### config.mk
export PLATFORM = sky130hd
export DESIGN_NAME = dpw_wiper_ctrl
export DESIGN_NICKNAME = d
export VERILOG_FILES = /design/src/design/dpw_pin_sync.v /design/src/design/dpw_tap_decode.v /design/src/design/dpw_wiper_ctrl.v
export VERILOG_INCLUDE_DIRS = /design/src /design/src/design
export SDC_FILE = /design/constraint.sdc
export NUM_CORES = 1
export LEC_CHECK = 0
export BUFFER_PORTS_ARGS = -buffer_cell sky130_fd_sc_hd__clkbuf_2
export CAP_MARGIN = 10
export CORE_AREA = 2 2 201 203
export CTS_BUF_LIST = sky130_fd_sc_hd__clkbuf_4 sky130_fd_sc_hd__clkbuf_8
export DETAILED_ROUTE_END_ITERATION = 8
export DIE_AREA = 0 0 203 205
export GPL_TIMING_DRIVEN = 0
export PLACE_DENSITY = 0.83
export SKIP_LAST_GASP = 1
export SLEW_MARGIN = 0
export SYNTH_ARGS = -nofsm -noshare
export SYNTH_HDL_FRONTEND = slang
export SYNTH_HIERARCHICAL = 1
export SYNTH_SLANG_ARGS = --single-unit
### constraint.sdc
create_clock -name ref_clk_i -period 6 [get_ports ref_clk_i]
set_clock_uncertainty 0.1 [all_clocks]
set_input_delay 0.3 -clock ref_clk_i [delete_from_list [all_inputs] [get_ports ref_clk_i]]
set_output_delay 0.3 -clock ref_clk_i [all_outputs]
set_load 0.005 [all_outputs]
### src/design/dpw_defs.vh
// constants for the dual wiper two-wire slave
`ifndef DPW_DEFS_VH
`define DPW_DEFS_VH

// ==========================================
// identification byte
`define DPW_DEV_ID 4'h5
`define DPW_STRAP_W 4

// ==========================================
// byte framing
`define DPW_BYTE_BITS 4'h8

// ==========================================
// instruction byte layout and opcodes
`define DPW_OP_HI 7
`define DPW_OP_LO 4
`define DPW_RSEL_HI 3
`define DPW_RSEL_LO 2
`define DPW_POT_BIT 0
`define DPW_OP_RD_WIPER 4'h9
`define DPW_OP_WR_WIPER 4'hA
`define DPW_OP_RD_PRESET 4'hB
`define DPW_OP_WR_PRESET 4'hC
`define DPW_OP_XFR_TO_WIPER 4'hD
`define DPW_OP_XFR_TO_PRESET 4'hE
`define DPW_OP_GXFR_TO_WIPER 4'h1
`define DPW_OP_GXFR_TO_PRESET 4'h8

// ==========================================
// register file shape and reset values
`define DPW_PRESETS 8
`define DPW_PRESET_RST 8'h80
`define DPW_TAPS 256

`endif

### src/design/dpw_pin_sync.v
// three-stage pin synchroniser with agreement filter
module dpw_pin_sync #(
  parameter W = 1,
  parameter [W-1:0] RST_VAL = {W{1'b1}}
) (
  input wire ref_clk_i,
  input wire reset_i,
  input wire [W-1:0] pin_i,
  output wire [W-1:0] level_o
);

  reg [W-1:0] meta_q;
  reg [W-1:0] s2_q;
  reg [W-1:0] s3_q;
  reg [W-1:0] level_q;

  // ==========================================
  // sampling chain
  // meta_q feeds only s2_q; the filter looks at stages two and three
  always @(posedge ref_clk_i) begin
    if (reset_i) begin
      meta_q <= RST_VAL;
      s2_q <= RST_VAL;
      s3_q <= RST_VAL;
      level_q <= RST_VAL;
    end else begin
      meta_q <= pin_i;
      s2_q <= meta_q;
      s3_q <= s2_q;
      level_q <= (s2_q & ~(s2_q ^ s3_q)) | (level_q & (s2_q ^ s3_q));
    end
  end

  assign level_o = level_q;

endmodule // dpw_pin_sync

### src/design/dpw_tap_decode.v
// one-hot tap switch decoder for one potentiometer
`include "dpw_defs.vh"
module dpw_tap_decode (
  input wire ref_clk_i,
  input wire reset_i,
  input wire [7:0] pos_i,
  output wire [`DPW_TAPS-1:0] tap_en_o
);

  reg [`DPW_TAPS-1:0] tap_q;

  // ==========================================
  // registered decode, one flop per switch
  // equality against a distinct constant per bit keeps it one-hot by construction
  genvar i;
  generate
    for (i = 0; i < `DPW_TAPS; i = i + 1) begin : g_tap
      always @(posedge ref_clk_i) begin
        if (reset_i) begin
          tap_q[i] <= ({24'h000000, `DPW_PRESET_RST} == i);
        end else begin
          tap_q[i] <= ({24'h000000, pos_i} == i);
        end
      end
    end
  endgenerate

  assign tap_en_o = tap_q;

endmodule // dpw_tap_decode

### src/design/dpw_wiper_ctrl.v
// two-wire slave controlling two wiper position and preset registers
`include "dpw_defs.vh"

module dpw_wiper_ctrl (
  input wire ref_clk_i,
  input wire reset_i,
  input wire scl_i,
  input wire sda_i,
  output wire sda_o,
  output wire sda_oe_o,
  input wire [`DPW_STRAP_W-1:0] address_strap_inputs_i,
  input wire write_protect_n_i,
  output wire [`DPW_TAPS-1:0] tap_en0_o,
  output wire [`DPW_TAPS-1:0] tap_en1_o
);

  localparam [2:0] ST_IDLE = 3'd0;
  localparam [2:0] ST_ID = 3'd1;
  localparam [2:0] ST_INSTR = 3'd2;
  localparam [2:0] ST_RX = 3'd3;
  localparam [2:0] ST_ACK = 3'd4;
  localparam [2:0] ST_TX = 3'd5;

  wire scl_s;
  wire sda_s;
  wire wp_n_s;
  wire [`DPW_STRAP_W-1:0] strap_s;
  reg scl_p_q;
  reg sda_p_q;
  reg [2:0] state_q;
  reg [2:0] after_ack_q;
  reg [3:0] cnt_q;
  reg [7:0] shift_q;
  reg [7:0] tx_q;
  reg [7:0] instr_q;
  reg sda_oe_q;
  reg load_q;
  reg [7:0] wiper_q [0:1];
  reg [7:0] preset_q [0:`DPW_PRESETS-1];
  integer k;

  // preset array index from pot number and register select
  function [2:0] pidx;
    input pot;
    input [1:0] rsel;
    begin
      pidx = {pot, rsel};
    end
  endfunction

  // ==========================================
  // pin synchronisers
  dpw_pin_sync #(.W(1), .RST_VAL(1'b1)) u_scl_sync (
    .ref_clk_i(ref_clk_i),
    .reset_i(reset_i),
    .pin_i(scl_i),
    .level_o(scl_s)
  );

  dpw_pin_sync #(.W(1), .RST_VAL(1'b1)) u_sda_sync (
    .ref_clk_i(ref_clk_i),
    .reset_i(reset_i),
    .pin_i(sda_i),
    .level_o(sda_s)
  );

  // protect pin resets to blocked so nothing slips out before it settles
  dpw_pin_sync #(.W(1), .RST_VAL(1'b0)) u_wp_sync (
    .ref_clk_i(ref_clk_i),
    .reset_i(reset_i),
    .pin_i(write_protect_n_i),
    .level_o(wp_n_s)
  );

  dpw_pin_sync #(.W(`DPW_STRAP_W), .RST_VAL({`DPW_STRAP_W{1'b0}})) u_strap_sync (
    .ref_clk_i(ref_clk_i),
    .reset_i(reset_i),
    .pin_i(address_strap_inputs_i),
    .level_o(strap_s)
  );

  // ==========================================
  // bus event detection
  // start and stop demand scl high in both samples, so a data edge
  // racing an scl edge is never taken for a condition
  wire scl_rise = scl_s & ~scl_p_q;
  wire scl_fall = ~scl_s & scl_p_q;
  wire bus_start = scl_s & scl_p_q & sda_p_q & ~sda_s;
  wire bus_stop = scl_s & scl_p_q & ~sda_p_q & sda_s;
  wire byte_done = (cnt_q == `DPW_BYTE_BITS);

  // decoded fields of the byte just received and of the stored instruction byte
  wire [3:0] op_now = shift_q[`DPW_OP_HI:`DPW_OP_LO];
  wire [1:0] rsel_now = shift_q[`DPW_RSEL_HI:`DPW_RSEL_LO];
  wire pot_now = shift_q[`DPW_POT_BIT];
  wire [3:0] op_q = instr_q[`DPW_OP_HI:`DPW_OP_LO];
  wire [1:0] rsel_q = instr_q[`DPW_RSEL_HI:`DPW_RSEL_LO];
  wire pot_q = instr_q[`DPW_POT_BIT];
  // all four strap pins take part in the compare, not only the low three
  wire id_match = (shift_q[7:4] == `DPW_DEV_ID) && (shift_q[3:0] == strap_s);
  wire is_read = (op_now == `DPW_OP_RD_WIPER) || (op_now == `DPW_OP_RD_PRESET);
  wire is_write = (op_now == `DPW_OP_WR_WIPER) || (op_now == `DPW_OP_WR_PRESET);

  // read data chosen from the stored instruction
  wire [7:0] rd_byte = (op_q == `DPW_OP_RD_WIPER) ? wiper_q[pot_q] :
                       preset_q[pidx(pot_q, rsel_q)];

  // ==========================================
  // edge history
  // reset to the idle high level so the release shows no false edge
  always @(posedge ref_clk_i) begin
    if (reset_i) begin
      scl_p_q <= 1'b1;
      sda_p_q <= 1'b1;
    end else begin
      scl_p_q <= scl_s;
      sda_p_q <= sda_s;
    end
  end

  // ==========================================
  // protocol engine
  // scl is only ever an input here, the master owns the clock
  always @(posedge ref_clk_i) begin
    if (reset_i) begin
      state_q <= ST_IDLE;
      after_ack_q <= ST_IDLE;
      cnt_q <= 4'h0;
      shift_q <= 8'h00;
      tx_q <= 8'h00;
      instr_q <= 8'h00;
      sda_oe_q <= 1'b0;
    end else if (bus_stop) begin
      state_q <= ST_IDLE;
      sda_oe_q <= 1'b0;
      cnt_q <= 4'h0;
    end else if (bus_start) begin
      state_q <= ST_ID;
      sda_oe_q <= 1'b0;
      cnt_q <= 4'h0;
    end else begin
      case (state_q)
        ST_IDLE: begin
          // nothing on the bus matters until a start
          cnt_q <= 4'h0;
        end
        ST_ID, ST_INSTR, ST_RX: begin
          if (scl_rise && !byte_done) begin
            shift_q <= {shift_q[6:0], sda_s};
            cnt_q <= cnt_q + 4'h1;
          end else if (scl_fall && byte_done) begin
            cnt_q <= 4'h0;
            if (state_q == ST_ID) begin
              // a foreign address leaves the bus alone until next start
              sda_oe_q <= id_match;
              state_q <= id_match ? ST_ACK : ST_IDLE;
              after_ack_q <= ST_INSTR;
            end else if (state_q == ST_INSTR) begin
              instr_q <= shift_q;
              sda_oe_q <= 1'b1;
              state_q <= ST_ACK;
              after_ack_q <= is_read ? ST_TX : (is_write ? ST_RX : ST_IDLE);
            end else begin
              sda_oe_q <= 1'b1;
              state_q <= ST_ACK;
              after_ack_q <= ST_IDLE;
            end
          end
        end
        ST_ACK: begin
          // acknowledge lasts from the eighth fall to the ninth fall
          if (scl_fall) begin
            state_q <= after_ack_q;
            cnt_q <= 4'h0;
            // whole byte taken here, so a later register change cannot tear a read
            if (after_ack_q == ST_TX) begin
              sda_oe_q <= ~rd_byte[7];
              tx_q <= {rd_byte[6:0], 1'b0};
            end else begin
              sda_oe_q <= 1'b0;
            end
          end
        end
        ST_TX: begin
          // one byte per read; the master ack slot is left to the master
          if (scl_rise) begin
            cnt_q <= cnt_q + 4'h1;
          end else if (scl_fall) begin
            if (byte_done) begin
              sda_oe_q <= 1'b0;
              state_q <= ST_IDLE;
            end else begin
              sda_oe_q <= ~tx_q[7];
              tx_q <= {tx_q[6:0], 1'b0};
            end
          end
        end
        default: begin
          state_q <= ST_IDLE;
          sda_oe_q <= 1'b0;
        end
      endcase
    end
  end

  // ==========================================
  // register file
  // presets have no real retention here; reset stands in for the stored value
  wire instr_done = (state_q == ST_INSTR) && scl_fall && byte_done && !bus_start && !bus_stop;
  wire data_done = (state_q == ST_RX) && scl_fall && byte_done && !bus_start && !bus_stop;

  always @(posedge ref_clk_i) begin
    if (reset_i) begin
      load_q <= 1'b1;
      for (k = 0; k < 2; k = k + 1) begin
        wiper_q[k] <= `DPW_PRESET_RST;
      end
      for (k = 0; k < `DPW_PRESETS; k = k + 1) begin
        preset_q[k] <= `DPW_PRESET_RST;
      end
    end else if (load_q) begin
      // power-up recall of preset zero
      load_q <= 1'b0;
      wiper_q[0] <= preset_q[pidx(1'b0, 2'd0)];
      wiper_q[1] <= preset_q[pidx(1'b1, 2'd0)];
    end else if (data_done) begin
      if (op_q == `DPW_OP_WR_WIPER) begin
        wiper_q[pot_q] <= shift_q;
      end else if (op_q == `DPW_OP_WR_PRESET && wp_n_s) begin
        preset_q[pidx(pot_q, rsel_q)] <= shift_q;
      end
    end else if (instr_done) begin
      // transfers act on the instruction byte itself, no data byte follows
      case (op_now)
        `DPW_OP_XFR_TO_WIPER: begin
          wiper_q[pot_now] <= preset_q[pidx(pot_now, rsel_now)];
        end
        `DPW_OP_XFR_TO_PRESET: begin
          if (wp_n_s) begin
            preset_q[pidx(pot_now, rsel_now)] <= wiper_q[pot_now];
          end
        end
        `DPW_OP_GXFR_TO_WIPER: begin
          wiper_q[0] <= preset_q[pidx(1'b0, rsel_now)];
          wiper_q[1] <= preset_q[pidx(1'b1, rsel_now)];
        end
        `DPW_OP_GXFR_TO_PRESET: begin
          if (wp_n_s) begin
            preset_q[pidx(1'b0, rsel_now)] <= wiper_q[0];
            preset_q[pidx(1'b1, rsel_now)] <= wiper_q[1];
          end
        end
        default: begin
          load_q <= 1'b0;
        end
      endcase
    end
  end

  // ==========================================
  // pin and tap outputs
  // data level is always low; only the enable moves, so the line is never driven high
  assign sda_o = 1'b0;
  assign sda_oe_o = sda_oe_q;

  dpw_tap_decode u_tap0 (
    .ref_clk_i(ref_clk_i),
    .reset_i(reset_i),
    .pos_i(wiper_q[0]),
    .tap_en_o(tap_en0_o)
  );

  dpw_tap_decode u_tap1 (
    .ref_clk_i(ref_clk_i),
    .reset_i(reset_i),
    .pos_i(wiper_q[1]),
    .tap_en_o(tap_en1_o)
  );

endmodule // dpw_wiper_ctrl

==> flow_metrics.py <==
metrics = {
    "die": {
        "start_util_pct": 56.3,
        "num_io_pins": 523,
        "dieArea_sq_um": 41600,
        "rows": 73,
        "die_w_um": 203,
        "core-area_sq_um": 39400,
        "fp.dieH_um": 205,
    },
    "detailed_routing": {
        "ant_nets": 0,
        "first_pass_iters": 6,
        "routed_wl_mm": 74.7,
        "avgRoutedWirePerCell_um": 23.3,
        "viasPerCell": 5.91,
        "drt-initial-drc-count": 1770,
        "dr_total_vias": 19000,
        "drc": 0,
    },
    "grt": {
        "grt_overflow": 0,
        "grt_max_degree": 44,
        "grt_pass1_wl_mm": 110,
        "antenna_found_initial": 0,
        "grt_pass1_vias": 18300,
        "track_usage_pct": 34.9,
    },
    "critical_path": {
        "critPathLaunchType": "register",
        "crit_path_max_incr_delay_ns": 0.57,
        "worstPathMaxFanout": 10,
        "crit_type": "reg2reg",
        "path_buf_inv": 2,
        "critPathSlowestCell": "dfxtp_1",
        "path_common_cell": "buf_2",
        "cp_cell_sequence": "or4bb_1, buf_2, nor4_4, buf_2, nand2_1, a2bb2oi_1, o21ai_0",
        "arrival_ns": 3.73,
        "crit_family": "simple AND/OR/NAND/NOR gates",
        "end_kind": "register",
        "critPathRequiredTime_ns": 6.28,
    },
    "status": {
        "status": "complete, no violations",
    },
    "clock_tree": {
        "root_buffer": "clkbuf_8",
        "clk_pin_slew_worst_paths_ns": 0.07,
        "clockBufferDepth": 3,
        "cts_buffers": 99,
        "post_cts_resized": 0,
        "cts.sinks": 662,
        "clk-insertion-delay-late_ns": 0.66,
        "cts_tree": "built",
        "cts.htree.levels": 3,
        "post-cts-setup-buffer-count": 0,
    },
    "run": {
        "maxCapViolations": 0,
    },
    "finish": {
        "layout-drive-gt1-share_pct": 32.6,
        "nets": 2614,
        "syn_to_final_growth_pct": 25.3,
        "n_antenna_cell": 0,
    },
    "timing": {
        "setup_viol": 0,
        "period_needed_ns": 3.45,
        "fmax_mhz": 290,
        "worst_slew_pin_slew_ns": 0.954,
        "hold_viol_final": 0,
        "relSlewSlack_pct": 36.4,
        "rsz0062_at_grt": "no",
        "slew_viol_final": 0,
        "hold_ws_ns": 0.281,
        "timing.final.crit_share_pct": 57.5,
        "finalSetupTns_ns": 0,
    },
    "synthesis": {
        "ys_ff_latch": 662,
        "synth_top_flop_cell": "dfxtp_1",
        "synth_edf_count": 80,
        "ys_types": 73,
        "synth-seq-area-share_pct": 63.4,
        "ys_warn_count": 6,
        "synthCells": 1974,
        "synth.top_cell.area_share_pct": 52.6,
        "postSynth.asyncResetShare_pct": 0,
        "synth.most_common_cell": "dfxtp_1",
        "syn-cell-area_sq_um": 22200,
        "synthTopCellsByArea": "dfxtp_1, edfxtp_1, nor3_1",
        "synthesis.nets": 1985,
        "synth_area_leader_cell": "dfxtp_1",
        "avgSynthCellArea_sq_um": 11.2,
        "ys_top_cells_by_count": "dfxtp_1, nor3_1, clkbuf_1, nor2_1, edfxtp_1",
    },
    "power_and_ir_drop": {
        "power_density_nw_per_um2": 322,
        "power_leakage_nw": 10.7,
        "irDropWorstVdd_v": 0.000257,
    },
    "place": {
        "hpwlAfterDp_mm": 54.0,
        "gp_congestion": 0.981,
        "port_buffers": 521,
    },
    "min_path": {
        "min_path_type": "in2reg",
    },
}
-- metrics by stage --
step | power (mW) | cell area [sq um] | setup WS (ns) | util, % | cells
finish | 8.94 | 27800 | 2.55 | 70.6 | 3207
global route | 9.17 | 27800 | 2.48 | 70.6 | 3207
CTS | 8.94 | 27800 | 2.66 | 70.6 | 3207
detailed placement | 4.94 | 25400 | 2.21 | 64.6 | 3020
global placement | 4.93 | 25400 | 2.22 | 64.6 | 3020
floorplan | 4.81 | 22200 | 3.19 | - | 1974
-- report_power, final --
| part | total, mW | switching (mW) | internal [mW] |
|---|---|---|---|
| combinational | 0.313 | 0.242 | 0.0708 |
| clock | 4.08 | 1.72 | 2.36 |
| sequential | 4.55 | 0.0352 | 4.51 |
-- per-layer routing --
metal	up-vias	global-route usage, %	share of wire [%]
li1	8330	-	-
met1	9067	42.6	36
met2	1334	57.0	48
met3	232	9.34	11
met4	0	18.5	4.8
met5	-	0	0
-- layout by cell type (no fill, tap or decap), drive strengths merged, types with 15 or more instances in the layout --
cell type / netlist / final
nor2b: 18 / 18
nand3: 18 / 18
edfxtp: 80 / 80
nand2: 62 / 62
buf: 83 / 83
mux4: 39 / 39
nor4: 30 / 30
dfxtp: 582 / 582
o21ai: 33 / 33
clkbuf: 134 / 818
o22ai: 16 / 16
a21oi: 31 / 31
a22oi: 16 / 16
nor3: 504 / 504
nor2: 84 / 84
mux2i: 20 / 20
nand2b: 22 / 22
or2: 15 / 15
-- worst register-to-register path, stage by stage (launching register included) --
cell       delay (ns)
dfxtp_1          0.57
or4bb_1          0.46
buf_2            0.22
nor4_4           0.51
buf_2            0.37
nand2_1          0.16
a2bb2oi_1        0.55
o21ai_0          0.23
-- state kept, by name, summed over array words and instances (netlist names), 3 cells and up, named ones only --
name,count
after_ack_q,3
preset_q,64
cnt_q,4
state_q,3
u_strap_sync/meta_q,4
u_tap1/tap_en_o,256
wiper_q,16
u_tap0/tap_en_o,256
u_strap_sync/s3_q,4
shift_q,8
instr_q,7
tx_q,7
u_strap_sync/s2_q,4
-- path summary, 6_finish.rpt --
kind | start | end | slack (ns) | cells past startpoint
worst min-delay path | scl_i | u_scl_sync/meta_q | 0.28 | 3
worst max register to register | shift_q[7] | preset_q[6][5] | 2.55 | 7
worst min register to register | u_sda_sync/meta_q | u_sda_sync/s2_q | 0.29 | 1
worst max-delay path | shift_q[7] | preset_q[6][5] | 2.55 | 7
-- final cells by class --
cell class                 instances  area (sq um)
sequential                       662         14100
fill                            2756         11600
multi-input combinational       1086          7150
timing repair buffer             528          2680
clock buffer                     163          2020
buffer                           217           933
tap                              525           657
clock inverter                    17           250
inverter                           9          33.8
-- cell families (layout without fill, tap and decap cells) --
kind of cell | after synthesis | in the layout | share of synthesized area, %
AND/OR/NAND/NOR | 844 | 844 | 21.5
flip-flops | 662 | 662 | 63.4
buffers and inverters | 226 | 934 | 4.36
AO/OA/AOI/OAI | 167 | 167 | 5.14
multiplexers | 66 | 66 | 5.22
XOR/XNOR | 6 | 6 | 0.237
adder cells (fa/ha/maj) | 2 | 2 | 0.113
other | 1 | 1 | 0.0169
-- repair_timing --
item                                    in CTS  in global routing
hold endpoints to repair                     7                  0
endpoints found under the setup margin       0                  0
hold buffers                                 7                  0
(Power assumes the default switching activity.)
